$ cat src/rtl/fsr_params.svh
`ifndef FSR_PARAMS_SVH
`define FSR_PARAMS_SVH

// Register offsets on the host register port
`define FSR_ADDR_PRIMARY   8'h17
`define FSR_ADDR_SECONDARY 8'h18
`define FSR_ADDR_TYPE_ID   8'h1a
`define FSR_ADDR_DASH_REV  8'h1b

// Primary status bit positions
`define FSR_B_TH_SHORT     7
`define FSR_B_GSM_BLANK    6
`define FSR_B_WINDOW       5
`define FSR_B_OVERTEMP     4
`define FSR_B_TH_TRIP      3
`define FSR_B_IND          2
`define FSR_B_FLASH_B      1
`define FSR_B_FLASH_A      0

// Secondary status bit positions
`define FSR_B_LOW_BATT     7
`define FSR_B_ILIM         6

// Flag reset value and reserved read value
`define FSR_FLAGS_RESET    8'h00
`define FSR_RSVD_LOW       6'h00
`define FSR_READ_IDLE      8'h00

// Identity nibbles, arbitrary neutral values
`define FSR_TYPE_HI        4'h0
`define FSR_TYPE_LO        4'h0
`define FSR_DASH           4'h0
`define FSR_REV            4'h0

`endif

$ cat src/rtl/fsr_pkg.sv
package fsr_pkg;

	typedef struct packed {
		logic [7:0] primary;
		logic [1:0] secondary;
		logic [7:0] rdata;
		logic       rvalid;
	} fsr_state_t;

endpackage : fsr_pkg

$ cat src/rtl/fsr_sticky_flag.sv
`timescale 1ns/1ns
// One latched flag with read-to-clear; a new event beats the clear.
module fsr_sticky_flag (
	// Clock and reset
	input  wire logic clock,
	input  wire logic rst_n,
	// Event and clear
	input  wire logic event_in,
	input  wire logic clear,
	// Flag
	output logic      flag
);
	logic flag_q;
	logic flag_d;

	always_comb begin
		flag_d = flag_q;
		if (clear)
			flag_d = 1'b0;
		// set beats clear
		if (event_in)
			flag_d = 1'b1;
	end

	always_ff @(posedge clock or negedge rst_n) begin
		if (!rst_n)
			flag_q <= 1'b0;
		else
			flag_q <= flag_d;
	end

	assign flag = flag_q;

	a_set_wins: assert property (@(posedge clock) disable iff (!rst_n)
		event_in |=> flag_q)
		else $error("flag lost an event");

	a_clear_works: assert property (@(posedge clock) disable iff (!rst_n)
		clear && !event_in |=> !flag_q)
		else $error("flag not cleared by read");

	a_hold_flag: assert property (@(posedge clock) disable iff (!rst_n)
		flag_q && !clear |=> flag_q)
		else $error("flag dropped without read");

endmodule : fsr_sticky_flag

$ cat src/rtl/fsr_status_regs.sv
`timescale 1ns/1ns
`include "fsr_params.svh"
// Functional notes
// Each fault or event flag latches on its condition and holds until its register is read.
// Reading a status register returns the latched flags and then clears them.
// A condition still present after the clearing read sets its flag again.
// Primary bit 7 reports a thermistor input short.
// Primary bit 6 reports that a GSM blanking event has occurred.
// Primary bit 5 reports the output leaving its power-good window.
// Primary bit 4 reports a die overtemperature event.
// Primary bit 3 reports the thermistor threshold having tripped.
// Primary bits 2, 1, 0 report indicator, flash B and flash A channel faults.
// Secondary bit 7 reports a low-battery flash reduction since last read.
// Secondary bit 6 reports the input current limit hit during blanking.
// Secondary bits 5 to 0 are reserved and read zero.
// The type id register returns two BCD characters of die type.
// The dash/revision register upper nibble holds the dash number, 0 for plain.
// The dash/revision register lower nibble holds the mask revision.
// Both id registers are fixed values that no write or reset changes.
// An event in the same cycle as the clearing read keeps its flag set.
module fsr_status_regs #(
	parameter logic [3:0] TYPE_HI = `FSR_TYPE_HI,
	parameter logic [3:0] TYPE_LO = `FSR_TYPE_LO,
	parameter logic [3:0] DASH    = `FSR_DASH,
	parameter logic [3:0] REV     = `FSR_REV
) (
	// Clock and reset
	input  wire logic       clock,
	input  wire logic       rstn,
	// Detector levels from analog, asynchronous
	input  wire logic       thermistor_short_fault,
	input  wire logic       gsm_blank_event,
	input  wire logic       output_window_fault,
	input  wire logic       die_overtemp,
	input  wire logic       thermistor_threshold_trip,
	input  wire logic       indicator_channel_fault,
	input  wire logic       flash_channel_b_fault,
	input  wire logic       flash_channel_a_fault,
	input  wire logic       low_battery_reduction_event,
	input  wire logic       blank_input_current_limit_hit,
	// Register read port from the serial host interface
	input  wire logic       rd_strobe,
	input  wire logic [7:0] rd_addr,
	output logic      [7:0] rd_data,
	output logic            rd_valid
);

	// BCD digits only
	initial begin
		if (TYPE_HI > 4'h9 || TYPE_LO > 4'h9 || DASH > 4'h9 || REV > 4'h9)
			$error("identity nibbles must be BCD");
	end

	logic [1:0] rst_sync_q;
	logic       rst_n;

	always_ff @(posedge clock or negedge rstn) begin
		if (!rstn)
			rst_sync_q <= 2'h0;
		else
			rst_sync_q <= {rst_sync_q[0], 1'b1};
	end
	assign rst_n = rst_sync_q[1];

	// Detectors are analog levels; two stages before any use
	localparam int NDET = 10;
	logic [NDET-1:0] det_raw;
	logic [NDET-1:0] det_s1_q;
	logic [NDET-1:0] det_s2_q;

	assign det_raw = {thermistor_short_fault, gsm_blank_event,
		output_window_fault, die_overtemp, thermistor_threshold_trip,
		indicator_channel_fault, flash_channel_b_fault,
		flash_channel_a_fault, low_battery_reduction_event,
		blank_input_current_limit_hit};

	always_ff @(posedge clock or negedge rst_n) begin
		if (!rst_n) begin
			det_s1_q <= 10'h000;
			det_s2_q <= 10'h000;
		end else begin
			det_s1_q <= det_raw;
			det_s2_q <= det_s1_q;
		end
	end

	logic rd_primary;
	logic rd_secondary;
	assign rd_primary   = rd_strobe && rd_addr == `FSR_ADDR_PRIMARY;
	assign rd_secondary = rd_strobe && rd_addr == `FSR_ADDR_SECONDARY;

	logic [7:0] prim_flags;
	logic [1:0] sec_flags;

	// latch each flag
	// live condition re-sets
	genvar gi;
	generate
		for (gi = 0; gi < 8; gi++) begin : g_prim
			fsr_sticky_flag u_flag (
				.clock    (clock),
				.rst_n    (rst_n),
				.event_in (det_s2_q[gi+2]),
				.clear    (rd_primary),
				.flag     (prim_flags[gi])
			);
		end
		for (gi = 0; gi < 2; gi++) begin : g_sec
			fsr_sticky_flag u_flag (
				.clock    (clock),
				.rst_n    (rst_n),
				.event_in (det_s2_q[gi]),
				.clear    (rd_secondary),
				.flag     (sec_flags[gi])
			);
		end
	endgenerate

	fsr_pkg::fsr_state_t s_q;
	fsr_pkg::fsr_state_t s_d;

	always_comb begin
		s_d = s_q;
		s_d.primary   = prim_flags;
		s_d.secondary = sec_flags;
		s_d.rvalid    = rd_strobe;
		s_d.rdata     = `FSR_READ_IDLE;
		if (rd_strobe) begin
			unique case (rd_addr)
				// return latched flags
				// thermistor short at top bit
				// channel faults in low bits
				// middle bits
				`FSR_ADDR_PRIMARY:   s_d.rdata = prim_flags;
				// low battery bit 7
				// current limit bit 6
				// reserved low bits zero
				`FSR_ADDR_SECONDARY: s_d.rdata = {sec_flags, `FSR_RSVD_LOW};
				// die type BCD pair
				`FSR_ADDR_TYPE_ID:   s_d.rdata = {TYPE_HI, TYPE_LO};
				// dash upper nibble
				// revision lower nibble
				`FSR_ADDR_DASH_REV:  s_d.rdata = {DASH, REV};
				default:             s_d.rdata = `FSR_READ_IDLE;
			endcase
		end
	end

	// ids are constants, not state
	always_ff @(posedge clock or negedge rst_n) begin
		if (!rst_n)
			s_q <= '0;
		else
			s_q <= s_d;
	end

	assign rd_data  = s_q.rdata;
	assign rd_valid = s_q.rvalid;

	// Bit positions: R5 gsm, R6 window, R8 trip, R11 ilim
	a_gsm_bit: assert property (@(posedge clock) disable iff (!rst_n)
		rd_primary && prim_flags[`FSR_B_GSM_BLANK]
		|=> rd_data[`FSR_B_GSM_BLANK])
		else $error("blank flag missing");

	a_window_bit: assert property (@(posedge clock) disable iff (!rst_n)
		rd_primary |=> rd_data[`FSR_B_WINDOW]
		== $past(prim_flags[`FSR_B_WINDOW]))
		else $error("window flag wrong");

	a_ilim_bit: assert property (@(posedge clock) disable iff (!rst_n)
		rd_secondary |=> rd_data[`FSR_B_ILIM] == $past(sec_flags[0]))
		else $error("current limit flag wrong");

	a_rsvd_zero: assert property (@(posedge clock) disable iff (!rst_n)
		rd_valid && $past(rd_secondary) |-> rd_data[5:0] == 6'h00)
		else $error("reserved bits not zero");

	a_id_fixed: assert property (@(posedge clock) disable iff (!rst_n)
		$past(rd_strobe && rd_addr == `FSR_ADDR_DASH_REV)
		|-> rd_data == {DASH, REV})
		else $error("id register changed");

	a_rearm_cond: assert property (@(posedge clock) disable iff (!rst_n)
		rd_primary && det_s2_q[`FSR_B_OVERTEMP+2]
		|=> prim_flags[`FSR_B_OVERTEMP])
		else $error("persisting fault not re-set");

	a_trip_latch: assert property (@(posedge clock) disable iff (!rst_n)
		det_s2_q[`FSR_B_TH_TRIP+2] |=> prim_flags[`FSR_B_TH_TRIP]
		[*1] ##0 prim_flags[`FSR_B_TH_TRIP])
		else $error("trip not latched");

	a_clear_after: assert property (@(posedge clock) disable iff (!rst_n)
		rd_secondary && !det_s2_q[1] |=> !sec_flags[1])
		else $error("secondary not cleared");

endmodule : fsr_status_regs

$ cat config.mk
export PLATFORM = sky130hd
export DESIGN_NAME = fsr_status_regs
export DESIGN_NICKNAME = d
export VERILOG_FILES = /design/src/rtl/fsr_pkg.sv /design/src/rtl/fsr_sticky_flag.sv /design/src/rtl/fsr_status_regs.sv
export VERILOG_INCLUDE_DIRS = /design/src /design/src/rtl
export SDC_FILE = /design/constraint.sdc
export NUM_CORES = 1
export LEC_CHECK = 0
export ABC_AREA = 1
export BUFFER_PORTS_ARGS = -buffer_cell sky130_fd_sc_hd__buf_4
export CAP_MARGIN = 40
export CORE_AREA = 3 3 56 58
export DETAILED_ROUTE_END_ITERATION = 6
export DIE_AREA = 0 0 59 61
export PLACE_DENSITY = 0.73
export SKIP_LAST_GASP = 1
export SLEW_MARGIN = 15
export SYNTH_ARGS = -nofsm -noshare
export SYNTH_HDL_FRONTEND = slang
export SYNTH_SLANG_ARGS = --single-unit
$ cat constraint.sdc
create_clock -name clock -period 1.7 [get_ports clock]
set_clock_uncertainty 0.05 [all_clocks]
set_input_delay 0.085 -clock clock [delete_from_list [all_inputs] [get_ports clock]]
set_output_delay 0.085 -clock clock [all_outputs]
set_load 0.05 [all_outputs]
# == Word-level counts from Yosys, hierarchy flattened ==
# Index checks and enable logic that the tools add are counted.
# totals
register_bits,41
output_inout_bits,9
wordCells,43
# classes
eq_ne,2
mux,14
n_reduce_logical,12
# ops
cell,count
nonzero test 2 bit,10
== test 8 x 5 -> 1 bit (second input constant),2
case mux 8 bit (2 select lines),1
2-to-1 mux 1 bit,12
2-to-1 mux 8 bit,1
logical AND 1 bit,2

# == Depth between registers and ports, before layout ==
# depth
word_depth,4
depth_mapped,7
mapped_depth_nobuf,6

# == Hierarchy ==
# From an unflattened synthesis, not the netlist that was laid out.
# unflattened
hier_cells,120
hier_area_um2,1366.3
# by_module_without_submodules
module,n_inst,cells_each,area_per_inst_um2
fsr_status_regs,1,70,965.9
fsr_sticky_flag,10,5,40.0

# == Worst setup path after synthesis ==
# OpenSTA, ideal clock, no wires.
# synth_path
path_type,input to register
from,input port rd_addr[7]
to,register g_prim[0].u_flag.flag_q
setup_ps,116
arrival_time_ps,760
required_time_ps,1534
path_slack_ps,774
stages,6
path_cell_list,or2_4 nor2_8 nand2_4 buf_6 nand2_2 nand2_1
# synth_between
elab_chain_cells,3
# synth_lines
item,line,source
from (decl),fsr_status_regs.sv:43,"input wire logic [7:0] rd_addr,"
== test 8 x 5 -> 1 bit,--,
logical AND 1 bit (no source line),--,
nonzero test 2 bit (no source line),--,
to (signal assigned),fsr_sticky_flag.sv:29,flag_q <= flag_d;
to (decl),fsr_sticky_flag.sv:13,logic flag_q;
# No other way between the ends.
# A chain may end at the register's enable or synchronous reset.

# == Worst setup path after layout ==
# layout_path
from,input port rd_strobe
to,register g_prim[6].u_flag.flag_q
# layout_between
elab_chain_cells,2
# layout_lines
item,line,source
from (decl),fsr_status_regs.sv:42,"input wire logic rd_strobe,"
logical AND 1 bit (no source line),--,
nonzero test 2 bit (no source line),--,
to (signal assigned),fsr_sticky_flag.sv:29,
to (decl),fsr_sticky_flag.sv:13,
# No other way between the ends.

==> implementation parameters <==
Parameter                              Value

Worst setup path
  Slowest library cell on the worst path ... dlygate4sd3_1
  Arrival @ worst endpoint ... 1.36 ns
  CP bufs+invs ... 2
  Register-to-Register Setup Slack ... 1.01 ns
  Maximum fanout along the worst path ... 14
  Worst Setup End Kind ... flop
  Startpoint Class ... input port
  Crit path kind ... input port to flop
  Crit path max-delay family ... buffers and inverters
  Beginning of the critical path ... rd_strobe
  Largest stage delay, worst path ... 0.53 ns
  Critical R2R Launch ... g_sec[1].u_flag.flag
  Most common cell type on the critical path ... nand2_1
  Worst path required time ... 1.87 ns
  Cell chain of the critical path ... dlygate4sd3_1 > buf_4 > nand2_1 > nor2_1 > nand2_4 > nand2_1 > nand2_1

Routing
  Total iterations of the first detailed-routing run ... 3
  Routed WL ... 1770 um
  Highest routed metal layer ... met4
  Length of routed met2 wiring ... 927 um
  Met1 Routed Length ... 710 um
  Wire per inst ... 9.35 um
  Met3 layer wire length in the routed design ... 110 um
  # DRC ... 0
  Vias after detailed routing ... 784
  DR iter-0 viols ... 8
  Post-DR vias/cell ... 4.15
  Final antenna-violating net count ... 0

Layout
  Top library cells by usage in the layout, fill and taps aside ... 41 x dfrtp_1, 31 x buf_4, 22 x nand2_1, 21 x inv_1, 13 x dlygate4sd3_1
  Final net count ... 178
  Cell Count, Final, Fillers Out ... 189
  Layout overhead on the synthesized area ... 34.3%
  Final antenna diode count ... 0
  Commonest non-fill, non-tap cell in the layout ... dfrtp_1
  Core Util, Final ... 66.5%
  Ratio of cells with drive above 1 in the final layout ... 32.9%
  Layout filler cell count ... 217

Placement
  Count of buffers from port buffering ... 29
  DP Cell Count ... 168
  HPWL after detailed placement ... 1280 um
  Final weighted congestion in routability-driven placement ... 0.652

Power and ir drop
  Cell Pwr Density ... 903 nW/um2
  Total power after layout ... 1.63 mW
  Logic gate share of total power ... 6.6%
  NetSw ... 0.325 mW
  Power Internal ... 1.30 mW
  Clock power share ... 31.4%
  Switching power as a share of total power ... 20.0%
  Static leakage power ... 1.03 nW
  Register share of total power ... 62.0%
  Worst IR drop on VDD ... 0.735 mV

Timing
  Slew Viols, Final ... 0
  Final hold violation count ... 0
  Maximum clock frequency ... 0.841 GHz
  Period utilization ... 69.9%
  Final number of setup-violating endpoints ... 0
  Final-layout setup total negative slack ... 0 ns
  Setup repair after global routing missed its margin ... false
  Time the final worst path needs with I/O delays and setup ... 1.19 ns

Clock tree
  Total of hold buffers inserted after clock tree synthesis ... 13
  TritonCTS clock tree ... yes
  Source-to-sink clock delay at the later pin of the worst-skew pair ... 0.32 ns
  Clock buffers created by TritonCTS ... 5
  Post-CTS Setup Repair Bufs ... 0
  H-tree depth ... 2
  Clock slew at reported path FFs ... 0.11 ns
  Clock Sink Count ... 41
  Clk root buf ... clkbuf_4
  Cts repair resizes ... 0
  Deepest clock path buffer count ... 2

Floorplanning
  Placeable core region ... 2710 um2
  Overall die width ... 59 um
  Number of I/O pins ... 30
  Vertical extent of the die ... 61 um
  Std-Cell Rows ... 19
  Starting density of the core ... 49.5%
  Area enclosed by the die boundary ... 3600 um2

GRT
  Via count of the first global-routing pass ... 810
  Overall track demand over capacity in global routing ... 12.1%
  GR Overflow Total ... 0
  First-pass GRT wire length ... 3130 um
  Number of antenna violations at the first check in global routing ... 0
  Pin count of the biggest net entering global routing ... 22

Synth
  Portion of the post-synthesis area used by sequential elements ... 76.4%
  Mean post-synth cell area ... 12.5 um2
  Cell Area, Synth ... 1340 um2
  Compound-cell area share of the yosys netlist ... 0%
  Yosys warns ... 0
  Dominant combinational cell family by area after synthesis ... simple AND/OR/NAND/NOR gates
  Fraction of synthesized cell area in xor and xnor cells ... 0%
  Adder-cell share of the synthesized area ... 0%
  Fraction of synthesized cell area taken by the top area cell type ... 76.4%
  Instance count of the mapped netlist ... 107
  Simple logic cell fraction of the synthesized area ... 16.6%
  Syn Nets ... 128
  Top area cells in the synthesized netlist ... dfrtp_1 76%, nand2_1 6.2%, inv_1 5.9%
  Post-synthesis mux area share ... 0%
  Number of storage elements in the synthesis netlist ... 41
  Post-synthesis cell type with the largest combined area ... dfrtp_1
  Library cells used by synthesis ... 12

Flow run
  Maximum Capacitance Violations ... 0

Min path
  Class of the worst hold path ... input port to flop
  Startpoint of the tightest hold check path ... rd_addr[0]

Run status
  Run status ... complete, no violations
cell families (layout without fill, tap and decap cells):
group                  after synthesis  in the layout
DFF                                 41             41
buffers and inverters               22             73
and+or+nand+nor                     43             43
other                                1              1
final timing paths:
check	cells after the start	to
min reg2reg	1	g_prim[6].u_flag.flag
max reg2reg	2	rd_data[7]
min	6	rd_data[6]
min in group asynchronous	1	g_prim[6].u_flag.flag
max	7	g_prim[6].u_flag.flag
max in group asynchronous	3	rst_sync_q[0]
layer usage:
| layer | vias up | track usage (%) |
|---|---|---|
| met5 | - | 0 |
| met4 | 0 | 5.83 |
| met3 | 2 | 5.74 |
| met2 | 21 | 20.3 |
| met1 | 355 | 13.0 |
| li1 | 406 | - |
worst register-to-register path, delay by kind of cell, from the launching register on:
family | cells | cell delay [ns]
simple gates | 2 | 0.14
flops | 1 | 0.41
cells in the mapped netlist:
cell      n
buf_6     1
conb_1    1
dfrtp_1  41
inv_1    21
nand2_1  22
nand2_2   4
nand2_4   1
nand3_1   6
nor2_1    2
nor2_2    6
nor2_8    1
or2_4     1
final cells by class:
type / instances / area, um2 / share of cell area, %
inverters: 21 / 78.8 / 4.37
clock buffers: 7 / 65.1 / 3.61
clock inverters: 1 / 5.00 / 0.278
multi-input cells: 44 / 226 / 12.6
well taps: 31 / 38.8 / 2.15
repair buffers: 44 / 363 / 20.1
flip-flops and latches: 41 / 1030 / 56.9
power groups by stage:
| stage | Sequential, mW | Clock, mW | Combinational [mW] |
|---|---|---|---|
| after global routing | 1.01 | 0.579 | 0.121 |
| after detailed placement | 1.03 | 0 | 0.0854 |
| final | 1.01 | 0.511 | 0.107 |
| after global placement | 1.03 | 0 | 0.0827 |
| after CTS | 1.01 | 0.532 | 0.109 |
| after floorplan | 1.05 | 0 | 0.0178 |
metrics by stage:
step / setup slack, ns / area, um2 / hold slack (ns)
after global placement: 0.670 / 1600 / -0.182
after floorplan: 0.425 / 1340 / -0.261
after detailed placement: 0.629 / 1600 / -0.179
after global routing: 0.438 / 1800 / 0.0841
after CTS: 0.517 / 1800 / 0.0574
final: 0.512 / 1800 / 0.0794
state kept, by name, summed over array words and instances, names as in the netlist:
register	cells
g_prim.u_flag.flag	8
det_s1_q	10
rst_sync_q	2
rd_valid	1
det_s2_q	10
rd_data	8
g_sec.u_flag.flag	2
Note: power is estimated with default switching activity, not from simulation.
